==> src/hw/aux_enc_pkg.sv <==
// Constants, register map and carrier types for the auxiliary encoder block.
// Assumes an APB master at 100 MHz and pins already synchronous to the clock.
package aux_enc_pkg;
   //---------------------------------------------------------------
   // Register map
   //---------------------------------------------------------------
   localparam logic [7:0] OFS_SRC_SEL   = 8'h00;
   localparam logic [7:0] OFS_MODE0     = 8'h04;
   localparam logic [7:0] OFS_SCALE     = 8'h10;
   localparam logic [7:0] OFS_KIND0     = 8'h14;
   localparam logic [7:0] OFS_POS0      = 8'h20;
   localparam logic [7:0] OFS_STATUS    = 8'h30;
   localparam int         NUM_CH        = 3;
   localparam logic [1:0] SRC_NONE      = 2'h3;  // Two's complement of minus one
   localparam logic [1:0] SRC_PRIMARY   = 2'h0;
   localparam logic [1:0] SRC_FAST      = 2'h1;
   localparam logic [1:0] SRC_EXTRA     = 2'h2;
   localparam int         MODE_STEP_BIT = 2;
   localparam logic [2:0] KIND_HALL_LO  = 3'h4;
   localparam logic [2:0] KIND_HALL_HI  = 3'h5;
   localparam logic [2:0] KIND_WITH_HALL_LO = 3'h2;
   localparam logic [15:0] SCALE_UNITY  = 16'h0100;  // 8.8 fixed point, 1.0
   localparam int         SCALE_FRAC    = 8;
   // Output lag budget when not in pass-through
   localparam int         CLK_MHZ       = 100;
   localparam int         LAG_US        = 125;
   localparam int         LAG_CYCLES    = LAG_US * CLK_MHZ;
   localparam int         POS_W         = 32;

   typedef struct packed {
      logic a;
      logic b;
      logic z;
   } quad_s;

   typedef struct packed {
      logic step;
      logic up;
   } motion_s;
endpackage : aux_enc_pkg

==> src/hw/quad_decoder.sv <==
// Quadrature / step-direction decoder for one channel.
// Assumes inputs already synchronous; emits one-cycle count events.
`timescale 1ns/1ps
`default_nettype none
module quad_decoder
   import aux_enc_pkg::*;
#(
   parameter bit HAS_INDEX = 1'b1
) (
   input  wire logic    clk,
   input  wire logic    rst,
   input  wire quad_s   pins,
   input  wire logic    step_mode,
   output motion_s      ev,
   output logic         index_ev
);
   quad_s prev_reg;

   always_ff @(posedge clk) begin
      if (rst) begin
         prev_reg <= '0;
      end else begin
         prev_reg <= pins;
      end
   end

   always_comb begin
      ev       = '0;
      index_ev = 1'b0;
      if (step_mode) begin
         ev.step = pins.a & ~prev_reg.a;
         ev.up   = pins.b;
      end else begin
         // Gray step: A edge with A!=B or B edge with A==B counts up
         ev.step = (pins.a ^ prev_reg.a) | (pins.b ^ prev_reg.b);
         ev.up   = (pins.a ^ prev_reg.a) ? (pins.a != pins.b) : (pins.a == pins.b);
         // Index only in ABZ mode, and never on the fast-input channel
         index_ev = HAS_INDEX & pins.z & ~prev_reg.z;
      end
   end
endmodule : quad_decoder
`default_nettype wire

==> src/hw/quad_synth.sv <==
// Quadrature output synthesiser: each step request moves the AB state one step, up or down.
// Assumes step requests no faster than one per two cycles is not needed.
`timescale 1ns/1ps
`default_nettype none
module quad_synth
   import aux_enc_pkg::*;
(
   input  wire logic    clk,
   input  wire logic    rst,
   input  wire motion_s req,
   output logic [1:0]   ab
);
   logic [1:0] phase_reg;

   // Gray sequence 00,01,11,10 gives 50% duty and 90 degree spacing
   always_ff @(posedge clk) begin
      if (rst) begin
         phase_reg <= 2'h0;
      end else if (req.step) begin
         phase_reg <= req.up ? phase_reg + 2'h1 : phase_reg - 2'h1;
      end
   end

   assign ab = {phase_reg[1], phase_reg[1] ^ phase_reg[0]};
endmodule : quad_synth
`default_nettype wire

==> src/hw/aux_encoder_io_emulation.sv <==
// Top of the auxiliary encoder block: three input channels, emulated output.
// Assumes an APB master on I_CLOCK and synchronous pin inputs.
//
// The address map and the APB slave port were decided locally.
`timescale 1ns/1ps
`default_nettype none
module aux_encoder_io_emulation
   import aux_enc_pkg::*;
#(
   parameter int LAG_LIMIT = LAG_CYCLES
) (
   input  wire logic        I_CLOCK,
   input  wire logic        I_RESET,
   input  wire logic        I_PSEL,
   input  wire logic        I_PENABLE,
   input  wire logic        I_PWRITE,
   input  wire logic [7:0]  I_PADDR,
   input  wire logic [31:0] I_PWDATA,
   output logic [31:0]      O_PRDATA,
   output logic             O_PREADY,
   output logic             O_PSLVERR,
   input  wire quad_s       I_PRIMARY_PINS,
   input  wire logic        I_FAST_INPUT_ONE,
   input  wire logic        I_FAST_INPUT_TWO,
   input  wire quad_s       I_AUX_PINS,
   input  wire quad_s       I_PRIMARY_SPARE_PINS,
   output logic [1:0]       O_AUX_AB,
   output logic [1:0]       O_AUX_AB_OE,
   output logic             O_EXTRA_ON_PRIMARY
);
   // Refused at elaboration: the lag watch needs a positive budget
   if (LAG_LIMIT < 1) begin : g_lag_check
      $error("LAG_LIMIT must be positive");
   end

   //---------------------------------------------------------------
   // Registers
   //---------------------------------------------------------------
   logic [1:0]      src_sel_reg;
   logic [2:0]      mode_reg [NUM_CH];
   logic [2:0]      kind_reg [NUM_CH];
   logic [15:0]     scale_reg;
   logic [POS_W-1:0] pos_reg [NUM_CH];
   logic [NUM_CH-1:0] index_seen_reg;
   logic [15:0]     acc_reg;
   logic [31:0]     lag_reg;
   logic            lag_err_reg;

   logic output_mode;
   assign output_mode = (src_sel_reg != SRC_NONE);

   function automatic logic step_sel(input logic [2:0] m);
      step_sel = m[MODE_STEP_BIT];
   endfunction : step_sel

   //---------------------------------------------------------------
   // Channel decode
   //---------------------------------------------------------------
   quad_s   ch_pins [NUM_CH];
   motion_s ch_ev   [NUM_CH];
   logic    ch_idx  [NUM_CH];

   assign ch_pins[0] = I_PRIMARY_PINS;
   assign ch_pins[1] = '{a: I_FAST_INPUT_ONE, b: I_FAST_INPUT_TWO, z: 1'b0};
   // Extra channel moves to the spare primary pins in output mode
   assign ch_pins[2] = output_mode ? I_PRIMARY_SPARE_PINS : I_AUX_PINS;

   // Halls-only kinds carry no quadrature on channel 0
   logic ch0_quad;
   assign ch0_quad = !(kind_reg[0] == KIND_HALL_LO || kind_reg[0] == KIND_HALL_HI);

   genvar g;
   generate
      for (g = 0; g < NUM_CH; g++) begin : g_ch
         quad_decoder #(.HAS_INDEX(g != 1)) u_dec (
            .clk      (I_CLOCK),
            .rst      (I_RESET),
            .pins     (ch_pins[g]),
            .step_mode(step_sel(mode_reg[g])),
            .ev       (ch_ev[g]),
            .index_ev (ch_idx[g])
         );
      end
   endgenerate

   logic ch_move [NUM_CH];
   always_comb begin
      for (int i = 0; i < NUM_CH; i++) begin
         ch_move[i] = ch_ev[i].step & ((i != 0) | ch0_quad);
      end
   end

   always_ff @(posedge I_CLOCK) begin
      if (I_RESET) begin
         for (int i = 0; i < NUM_CH; i++) pos_reg[i] <= '0;
      end else begin
         for (int i = 0; i < NUM_CH; i++) begin
            if (ch_move[i]) pos_reg[i] <= ch_ev[i].up ? pos_reg[i] + 1'b1 : pos_reg[i] - 1'b1;
         end
      end
   end

   // Index latch; hardware set wins over software clear
   logic [NUM_CH-1:0] idx_clr;
   always_ff @(posedge I_CLOCK) begin
      if (I_RESET) begin
         index_seen_reg <= '0;
      end else begin
         for (int i = 0; i < NUM_CH; i++) begin
            if (ch_idx[i]) index_seen_reg[i] <= 1'b1;
            else if (idx_clr[i]) index_seen_reg[i] <= 1'b0;
         end
      end
   end

   //---------------------------------------------------------------
   // Emulated output
   //---------------------------------------------------------------
   motion_s src_ev;
   always_comb begin
      case (src_sel_reg)
         SRC_PRIMARY: src_ev = '{step: ch_move[0], up: ch_ev[0].up};
         SRC_FAST:    src_ev = '{step: ch_move[1], up: ch_ev[1].up};
         SRC_EXTRA:   src_ev = '{step: ch_move[2], up: ch_ev[2].up};
         default:     src_ev = '0;
      endcase
   end

   // Scale by accumulation; unity bypasses it so edges pass at once
   logic        unity;
   logic [16:0] acc_sum;
   motion_s     out_req;
   assign unity   = (scale_reg == SCALE_UNITY);
   assign acc_sum = {1'b0, acc_reg} + (src_ev.step ? {1'b0, scale_reg} : 17'h0);
   always_comb begin
      out_req.up   = src_ev.up;
      out_req.step = unity ? src_ev.step : (acc_sum >= {1'b0, SCALE_UNITY});
   end

   always_ff @(posedge I_CLOCK) begin
      if (I_RESET || unity || !output_mode) begin
         acc_reg <= '0;
      end else if (out_req.step) begin
         acc_reg <= 16'(acc_sum - {1'b0, SCALE_UNITY});
      end else begin
         acc_reg <= acc_sum[15:0];
      end
   end

   // Watch the residue age: flag if it waits longer than the lag budget
   always_ff @(posedge I_CLOCK) begin
      if (I_RESET || unity || acc_reg == '0 || out_req.step) begin
         lag_reg <= '0;
      end else if (lag_reg < 32'(LAG_LIMIT)) begin
         lag_reg <= lag_reg + 32'h1;
      end
   end

   always_ff @(posedge I_CLOCK) begin
      if (I_RESET) lag_err_reg <= 1'b0;
      else if (lag_reg == 32'(LAG_LIMIT)) lag_err_reg <= 1'b1;
      else if (idx_clr[0]) lag_err_reg <= 1'b0;
   end

   logic [1:0] synth_ab;
   quad_synth u_synth (
      .clk (I_CLOCK),
      .rst (I_RESET || !output_mode),
      .req (out_req),
      .ab  (synth_ab)
   );

   always_ff @(posedge I_CLOCK) begin
      if (I_RESET) begin
         O_AUX_AB           <= 2'h0;
         O_AUX_AB_OE        <= 2'h0;
         O_EXTRA_ON_PRIMARY <= 1'b0;
      end else begin
         O_AUX_AB           <= output_mode ? synth_ab : 2'h0;
         O_AUX_AB_OE        <= {2{output_mode}};
         O_EXTRA_ON_PRIMARY <= output_mode;
      end
   end

   //---------------------------------------------------------------
   // APB slave
   //---------------------------------------------------------------
   logic wr;
   logic rd;
   logic [7:0] rel;
   logic [1:0] idx;
   assign wr  = I_PSEL & I_PENABLE & I_PWRITE & O_PREADY;
   assign rd  = I_PSEL & ~I_PENABLE & ~I_PWRITE;
   assign idx = I_PADDR[3:2];
   assign idx_clr = (wr && I_PADDR == OFS_STATUS) ? I_PWDATA[NUM_CH-1:0] : '0;

   function automatic logic in_bank(input logic [7:0] a, input logic [7:0] base);
      in_bank = (a >= base) && (a < base + 8'(4 * NUM_CH)) && (a[1:0] == 2'h0);
   endfunction : in_bank

   always_ff @(posedge I_CLOCK) begin
      if (I_RESET) begin
         src_sel_reg <= SRC_NONE;
         scale_reg   <= SCALE_UNITY;
         for (int i = 0; i < NUM_CH; i++) begin
            mode_reg[i] <= 3'h0;
            kind_reg[i] <= 3'h0;
         end
      end else if (wr) begin
         if (I_PADDR == OFS_SRC_SEL) src_sel_reg <= I_PWDATA[1:0];
         if (I_PADDR == OFS_SCALE && I_PWDATA[15:0] != 16'h0) scale_reg <= I_PWDATA[15:0];
         if (in_bank(I_PADDR, OFS_MODE0)) mode_reg[idx - OFS_MODE0[3:2]] <= I_PWDATA[2:0];
         if (in_bank(I_PADDR, OFS_KIND0)) kind_reg[2'(idx - OFS_KIND0[3:2])] <= I_PWDATA[2:0];
      end
   end

   // Zero-wait: ready high in every access phase
   always_ff @(posedge I_CLOCK) begin
      if (I_RESET) begin
         O_PRDATA  <= 32'h0;
         O_PREADY  <= 1'b0;
         O_PSLVERR <= 1'b0;
      end else begin
         O_PREADY  <= I_PSEL & ~I_PENABLE;
         O_PSLVERR <= 1'b0;
         if (rd) begin
            O_PRDATA <= 32'h0;
            if (I_PADDR == OFS_SRC_SEL) O_PRDATA <= {{30{src_sel_reg[1] & src_sel_reg[0]}}, src_sel_reg};
            else if (I_PADDR == OFS_SCALE) O_PRDATA <= {16'h0, scale_reg};
            else if (I_PADDR == OFS_STATUS) O_PRDATA <= {27'h0, lag_err_reg, ch0_quad, index_seen_reg};
            else if (in_bank(I_PADDR, OFS_MODE0)) O_PRDATA <= {29'h0, mode_reg[idx - OFS_MODE0[3:2]]};
            else if (in_bank(I_PADDR, OFS_KIND0)) O_PRDATA <= {29'h0, kind_reg[2'(idx - OFS_KIND0[3:2])]};
            else if (in_bank(I_PADDR, OFS_POS0)) O_PRDATA <= pos_reg[idx];
            else O_PSLVERR <= 1'b1;
         end else if (I_PSEL & ~I_PENABLE & I_PWRITE) begin
            O_PSLVERR <= !(I_PADDR == OFS_SRC_SEL || I_PADDR == OFS_SCALE || I_PADDR == OFS_STATUS
                           || in_bank(I_PADDR, OFS_MODE0) || in_bank(I_PADDR, OFS_KIND0));
         end
      end
   end
endmodule : aux_encoder_io_emulation
`default_nettype wire

==> config.mk <==
export PLATFORM = sky130hd
export DESIGN_NAME = aux_encoder_io_emulation
export DESIGN_NICKNAME = d
export VERILOG_FILES = /design/src/hw/aux_enc_pkg.sv /design/src/hw/quad_decoder.sv /design/src/hw/quad_synth.sv /design/src/hw/aux_encoder_io_emulation.sv
export SDC_FILE = /design/constraint.sdc
export NUM_CORES = 1
export LEC_CHECK = 0
export ABC_AREA = 1
export BUFFER_PORTS_ARGS = -buffer_cell sky130_fd_sc_hd__buf_2
export CORE_MARGIN = 2
export CORE_UTILIZATION = 45
export DETAILED_ROUTE_END_ITERATION = 16
export GPL_TIMING_DRIVEN = 0
export PLACE_DENSITY = 0.64
export SYNTH_ARGS = -nofsm -noshare
export SYNTH_HDL_FRONTEND = slang
export SYNTH_HIERARCHICAL = 1
export SYNTH_SLANG_ARGS = --single-unit
==> constraint.sdc <==
create_clock -name I_CLOCK -period 6.09 [get_ports I_CLOCK]
set_input_delay 0.609 -clock I_CLOCK [delete_from_list [all_inputs] [get_ports I_CLOCK]]
set_output_delay 0.609 -clock I_CLOCK [all_outputs]
set_load 0.02 [all_outputs]
Word-level counts from Yosys, hierarchy flattened

Memories as Yosys holds them, arrays and structs flattened.
Cells that the tools add are included.

$add $sub $neg: 12
$lt $le $gt $ge: 8
Equal/unequal tests: 15
Mux-type cells: 65
Bitwise logic cells: 34
Reduce and logical (&&, ||, !) cells: 34

Operator list:

| kind                                                                    | number |
|---|---|
| 32-bit 2-to-1 mux                                                       | 12 |
| 32-bit by 1-bit adder with 32-bit output, second input constant         | 4 |
| 32-bit by 1-bit subtractor with 32-bit output, second input constant    | 3 |
| 1-bit 2-to-1 mux                                                        | 40 |
| 32-bit by 14-bit equality test with 1-bit output, second input constant | 1 |
| 32-bit by 14-bit < comparator with 1-bit output, second input constant  | 1 |
| 16-bit 2-to-1 mux                                                       | 2 |
| 16-bit by 16-bit adder with 17-bit output                               | 1 |
| 17-bit by 9-bit >= comparator with 1-bit output, second input constant  | 1 |
| 16-bit by 9-bit equality test with 1-bit output, second input constant  | 1 |
| 16-bit zero test                                                        | 1 |
| 8-bit by 6-bit < comparator with 1-bit output, second input constant    | 2 |
| 16-bit nonzero test                                                     | 1 |
| 16-bit by 9-bit subtractor with 16-bit output, second input constant    | 1 |
| 1-bit AND                                                               | 13 |
| 2-bit 2-to-1 mux                                                        | 6 |
| 3-bit 2-to-1 mux                                                        | 4 |
| 1-bit logical OR                                                        | 10 |
| 8-bit by 5-bit equality test with 1-bit output, second input constant   | 1 |
| 8-bit by 6-bit equality test with 1-bit output, second input constant   | 1 |
| 8-bit by 3-bit >= comparator with 1-bit output, second input constant   | 1 |
| 8-bit by 5-bit >= comparator with 1-bit output, second input constant   | 1 |
| 8-bit by 6-bit >= comparator with 1-bit output, second input constant   | 1 |
| 1-bit logical AND                                                       | 8 |
| other kinds (20)                                                        | 51 |

Flip-flop bits (word level): 117
Bits in writable memories: 114
Input bits: 56
Output and inout port bits: 39
Word-level logic and storage cells: 193
Memories kept: 3

Memory list:

| memory   | depth | width | rd ports | clocked after memory_dff | write ports | RTL line                       | source |
|---|---|---|---|---|---|---|---|
| pos_reg  | 3     | 32    | 4        | 0                        | 3           | aux_encoder_io_emulation.sv:43 | `logic [POS_W-1:0] pos_reg [NUM_CH];` |
| kind_reg | 3     | 3     | 2        | 0                        | 3           | aux_encoder_io_emulation.sv:41 | `logic [2:0] kind_reg [NUM_CH];` |
| mode_reg | 3     | 3     | 4        | 0                        | 3           | aux_encoder_io_emulation.sv:40 | `logic [2:0] mode_reg [NUM_CH];` |

Logic depth before layout (Yosys ltp)

Gate-level depths: netlist (run 1).

Depth after elaboration: 11
Gate-level depth with buffers: 32
Depth with buffers taken out: 31

Hierarchy

The synthesis (run 1) kept the hierarchy.

By module, submodules not included:

| module                            | instances | cells an instance | area each (µm²) | seq. area each (µm²) |
|---|---|---|---|---|
| aux_encoder_io_emulation          | 1         | 2184              | 15905.3         | 5745.5 |
| quad_decoder at g_ch[0].u_dec ... | 2         | 28                | 171.4           | 60.1 |
| quad_decoder at g_ch[1].u_dec     | 1         | 26                | 150.1           | 40.0 |
| quad_synth                        | 1         | 18                | 120.1           | 40.0 |

Least setup slack after synthesis (run 1)

OpenSTA, ideal clock, no wires.

Kind: input to register
From: input I_PRIMARY_SPARE_PINS[2] in the netlist's numbering
To: register lag_reg[10]
Library setup time: 0.066 ns
Arrival time: 3.728 ns
Data required time: 6.024 ns
Setup slack: 2.296 ns
Stages: 28
Buffers on the path: 2
Cell sequence: nand2_1 > nand2_1 > ha_1 > inv_1 > nor2_1 > nand3_1 > nand2_1 > inv_1 > nand3_1 > o311ai_0 > clkinv_1 > clkbuf_1 > nor2_1 > fa_1 > nand3_1 > nand3_2 > nand2_1 > nand2_1 > nand2_1 > nand2_1 > nand2_1 > nand2_1 > nor2_2 > nand3_2 > nor2_4 > nand4_4 > buf_6 > a21oi_2

RTL lines:

| element              | RTL line                        | source |
|---|---|---|
| start, declared      | aux_encoder_io_emulation.sv:26  | `input wire quad_s I_PRIMARY_SPARE_PINS,` |
| end signal, assigned | aux_encoder_io_emulation.sv:155 | `lag_reg <= lag_reg + 32'h1;` |
| end, declared        | aux_encoder_io_emulation.sv:46  | `logic [31:0] lag_reg;` |

==> flow_summary.ini, run 1 <==
[status]
status = finished, final reports clean

[timing]
hold_viol = 0
finClkSkew_ns = 0.0311
finalSetupViolCount = 0
fin_crit_sh_pct = 84.8
tightest_slew_ns = 1.28
fin_tns_setup_ns = 0
slew_headroom_pct = 14.8
rsz0062_at_grt = false
period_minus_slack_ns = 5.16
slew_viol_final = 0
fmax_ghz = 0.194

[setup_path]
worstRegToRegCells = 21
crit_path_end_kind = flop
reg2reg_slack_ns = 0.93
cp.arrival_ns = 5.51
reg2reg_to = pos_reg[2][31]
critPathKind = flop to flop
cp_common_cell = nand2_1
critPathBufInv = 2
crit_fanout = 31
worstSetupStartpoint = src_sel_reg[1]
cp_cell_sequence = nand2_1 > inv_1 > nand2_1 > nand2_1 > ha_1 > nand2_1 > nand3_1 > nand2_1 > nand2_1 > inv_1 > ha_1 > a21oi_1 > nand2_1 > a21boi_0 > o21ai_0 > nand3_1 > nand3_1 > a31oi_1 > nand2_1 > nand2_1 > nor2_1
timing.rr.start = src_sel_reg[1]
worstPathRequired_ns = 6.44
critPathMaxStageDelay_ns = 0.90
setup.worst_path.start_class = flop
critPathTopFamily = simple AND/OR/NAND/NOR gates
cpMaxStageDelayCell = inv_1

[floorplanning]
start_util_pct = 45.4
dieArea_um2 = 38200
core-area_um2 = 36300
die_width_um = 196
io_pins = 95
fp.dieH_um = 196
rows = 70

[placed_design]
port_buffers = 78
dp_hpwl_mm = 39.0
dp.cells = 2831
place_congestion = 0.974

[routing]
wirelength_mm = 49.6
vias_per_cell = 5.61
ant_nets = 0
vias = 16192
wl_per_cell_um = 17.2
drc = 0
first_iter_violations = 1574
first_pass_iters = 6

[cts]
insertion_delay_ns = 0.59
cts_buffers = 28
cts_sinks = 237
cts_tree = built
hold_buffers = 0
cts_max_level = 1
clk_pin_slew_worst_paths_ns = 0.06
post_cts_buffers = 0
post_cts_resize_count = 0
clock-root-buffer = clkbuf_16
ctsLongestPathBuffers = 3

[finish]
largest_reg_flops = 96
drive_gt1_share_pct = 7.70
final_util_pct = 51.0
syn_to_final_growth_pct = 12.3
final_cell_count_no_fill = 2884
layout_commonest_cell = nand2_1
nets = 2570
most-common-layout-cells = nand2_1, a21oi_1, nor2_1

[global_route]
grt_overflow = 0
antenna_found_initial = 0
grt_max_degree = 33
grt_usage_pct = 25.8
grt_pass1_wl_mm = 79.5
grt_pass1_vias = 15203

[logic_synthesis]
avgSynthCellArea_um2 = 7.23
synth_nets = 2460
synth_warnings = 6
synth_area_um2 = 16500
synthCells = 2283

[pwr]
ir_drop_mv = 0.200
p_leak_nw = 8.16
p_per_area_nw_per_um2 = 404

[min_path]
min_to = g_ch[0].u_dec/prev_reg[0]
hold_class = input port to flop
hp-start = I_PRIMARY_PINS[0]
whs_path_depth = 3

[run]
cap_viol_max_count = 0
metrics by stage:
stage | power [mW] | setup slack, ns | hold WS (ns) | area (um2)
2_1_floorplan | 4.72 | 2.30 | 0.408 | 16500
3_3_place_gp | 5.60 | 1.13 | 0.416 | 17500
3_5_place_dp | 5.65 | 1.01 | 0.426 | 17500
4_1_cts | 7.44 | 1.01 | 0.258 | 18500
5_1_grt | 8.04 | 0.432 | 0.280 | 18500
6_report | 7.48 | 0.926 | 0.272 | 18500
tightest hold or removal path: stages:
cell    delay [ns]
buf_2         0.08
inv_1         0.05
nor2_1        0.09
power by group:
| part | internal (mW) | switching (mW) |
|---|---|---|
| Clock | 1.03 | 0.739 |
| Sequential | 2.09 | 0.237 |
| Combinational | 1.12 | 2.25 |
worst max-delay path by stage:
stage | endpoint | slack, ns | cells after the start
after global placement | u_synth/phase_reg[0] | 1.13 | 27
after floorplan | lag_reg[10] | 2.30 | 28
final | pos_reg[2][31] | 0.93 | 21
after global routing | pos_reg[2][31] | 0.43 | 21
after detailed placement | pos_reg[2][31] | 1.01 | 21
after CTS | pos_reg[2][31] | 1.01 | 21
layout make-up:
class                      count  area, um2
fill                        3644      17800
multi-input combinational   1720       9310
sequential                   237       5950
inverter                     271       1020
clock buffer                  40        895
tap                          468        586
timing repair buffer          80        445
buffer                        55        245
clock inverter                12       97.6
antenna                        1       2.50
metal layers:
layer	track usage, %	wire (um)	part of all wire, %	up-vias
met2	41.6	21900	44	554
met3	3.25	3030	6.1	84
met4	7.61	1460	2.9	0
met5	0	0	0	-
li1	-	-	-	8060
met1	36.3	23200	47	7494
Power figures use the tool's default switching activity.
==> run 2: changes to the inputs <==
- clock period: 6.09 -> 5.1 ns (I/O delays scaled with it)
==> run 2 against run 1 <==
Compared with the run above:
- sequential power increased by 19%
- register-to-register slack got worse by 0.48 ns
- combinational power increased by 20%
- cell area increased by 0.26%
- wire length increased by 0.73%
- critical path type unchanged
- clock-buffer cell count unchanged
- critical endpoint is now lag_reg[4]
==> flow_summary.ini, run 2 (same netlist as run 1, synthesis figures left out) <==
[global_route]
globalRouteMet2Util_pct = 41.6
busiest_layer = met2
use_met3_pct = 3.25
grt_pass1_vias = 15203
grt_max_degree = 33
grt_overflow = 0
grt_use_met1_pct = 36.3
grt_pass1_wl_mm = 79.5
grt_usage_pct = 25.8
antenna_found_initial = 0

[routing]
first_pass_iters = 6
wirelength_mm = 49.9
ant_nets = 0
vias = 16266
drc = 0
first_iter_violations = 1465
wl_per_cell_um = 17.3
vias_per_cell = 5.63

[finish]
drive_gt1_share_pct = 8.14
most-common-layout-cells = nand2_1, a21oi_1, inv_1, nor2_1, o21ai_0
nets = 2574
final_util_pct = 51.1
largest_reg_flops = 96
fin_area_um2 = 18600
syn_to_final_growth_pct = 12.6
layout_commonest_cell = nand2_1

[cts]
cts_sinks = 237
clock-root-buffer = clkbuf_16
cts_buffers = 28
cts_max_level = 1
cts_tree = built
ctsLongestPathBuffers = 3
insertion_delay_ns = 0.59
clk_pin_slew_worst_paths_ns = 0.06

[setup_path]
crit_fanout = 10
worstPathRequired_ns = 5.62
cpMaxStageDelayCell = dfxtp_1
setup.worst_path.start_class = flop
critPathMaxStageDelay_ns = 0.47
critPathKind = flop to flop
critPathBufInv = 6
crit_path_end_kind = flop
cp_common_cell = nand2_1
critPathTopFamily = simple AND/OR/NAND/NOR gates
cp.arrival_ns = 5.17

[run]
cap_viol_max_count = 0

[placed_design]
port_buffers = 78
place_area_um2 = 17500
dp_hpwl_mm = 39.0
place_congestion = 0.974

[timing]
slew_headroom_pct = 14.7
tightest_slew_ns = 1.28
finClkSkew_ns = 0.0299
hold_viol = 0
rsz0062_at_grt = false
finalSetupViolCount = 0
period_minus_slack_ns = 4.65
fmax_ghz = 0.215
slew_viol_final = 0
fin_crit_sh_pct = 91.2
fin_tns_setup_ns = 0

[pwr]
p_leak_nw = 8.17
ir_drop_mv = 0.238
p_per_area_nw_per_um2 = 482

[floorplanning]
io_pins = 95
fp.dieH_um = 196
dieArea_um2 = 38200
rows = 70
die_width_um = 196
start_util_pct = 45.4
core-area_um2 = 36300

[status]
status = finished, final reports clean

[min_path]
hold_class = input port to flop
run 2: cell types whose count changed in the layout (fill, tap and decap cells not counted), moves of 2 or more:
cell        previous run  this run
buf_4                  4         7
clkinvlp_4             1         3
nor2_2                13        15
nor2_1               264       262
run 2: stage by stage:
step           power (mW)  instances  worst slack, ns  hold slack [ns]
2_1_floorplan        5.64       2283             1.36            0.408
3_3_place_gp         6.68       2829            0.142            0.416
3_5_place_dp         6.75       2831           0.0231            0.426
4_1_cts              8.88       2883           0.0212            0.159
5_1_grt              9.62       2887            0.129            0.181
6_report             8.96       2888            0.451            0.171
run 2: worst paths after layout:
kind / start / end / slack [ns] / cells after the start
max: src_sel_reg[1] / lag_reg[4] / 0.45 / 30
min: I_PRIMARY_PINS[0] / g_ch[0].u_dec/prev_reg[0] / 0.17 / 3
max reg2reg: src_sel_reg[1] / lag_reg[4] / 0.45 / 30
min reg2reg: lag_reg[20] / lag_reg[20] / 0.43 / 2
run 2: power by group:
group          internal (mW)  total (mW)  switching [mW]  leakage [nW]
registers               2.50        2.78           0.284          2.25
logic                   1.35        4.05            2.70          5.43
clock network           1.23        2.12           0.886         0.494
run 2: cell type report:
| type | count | area (um2) |
|---|---|---|
| Timing Repair Buffer | 83 | 468 |
| Clock buffer | 40 | 895 |
| Multi-Input combinational cell | 1720 | 9320 |
| Antenna cell | 1 | 2.50 |
| Fill cell | 3635 | 17800 |
| Sequential cell | 237 | 5950 |
| Clock inverter | 12 | 97.6 |
| Buffer | 55 | 246 |
| Tap cell | 468 | 586 |
| Timing Repair inverter | 1 | 7.51 |
| Inverter | 271 | 1020 |
run 2: worst min-delay path, stage by stage:
cell and delay (ns):
buf_2 0.08, inv_1 0.05, nor2_1 0.09
run 2: metal layers:
layer / vias to the layer above / share of wire [%]
li1: 8069 / -
met1: 7541 / 47
met2: 573 / 44
met3: 83 / 6.4
met4: 0 / 2.9
met5: - / 0
run 2: timing repair:
action	in CTS	in global routing
gates resized for setup	0	9
buffers inserted	0	3
hold buffers	0	0
endpoints found under the setup margin	0	50
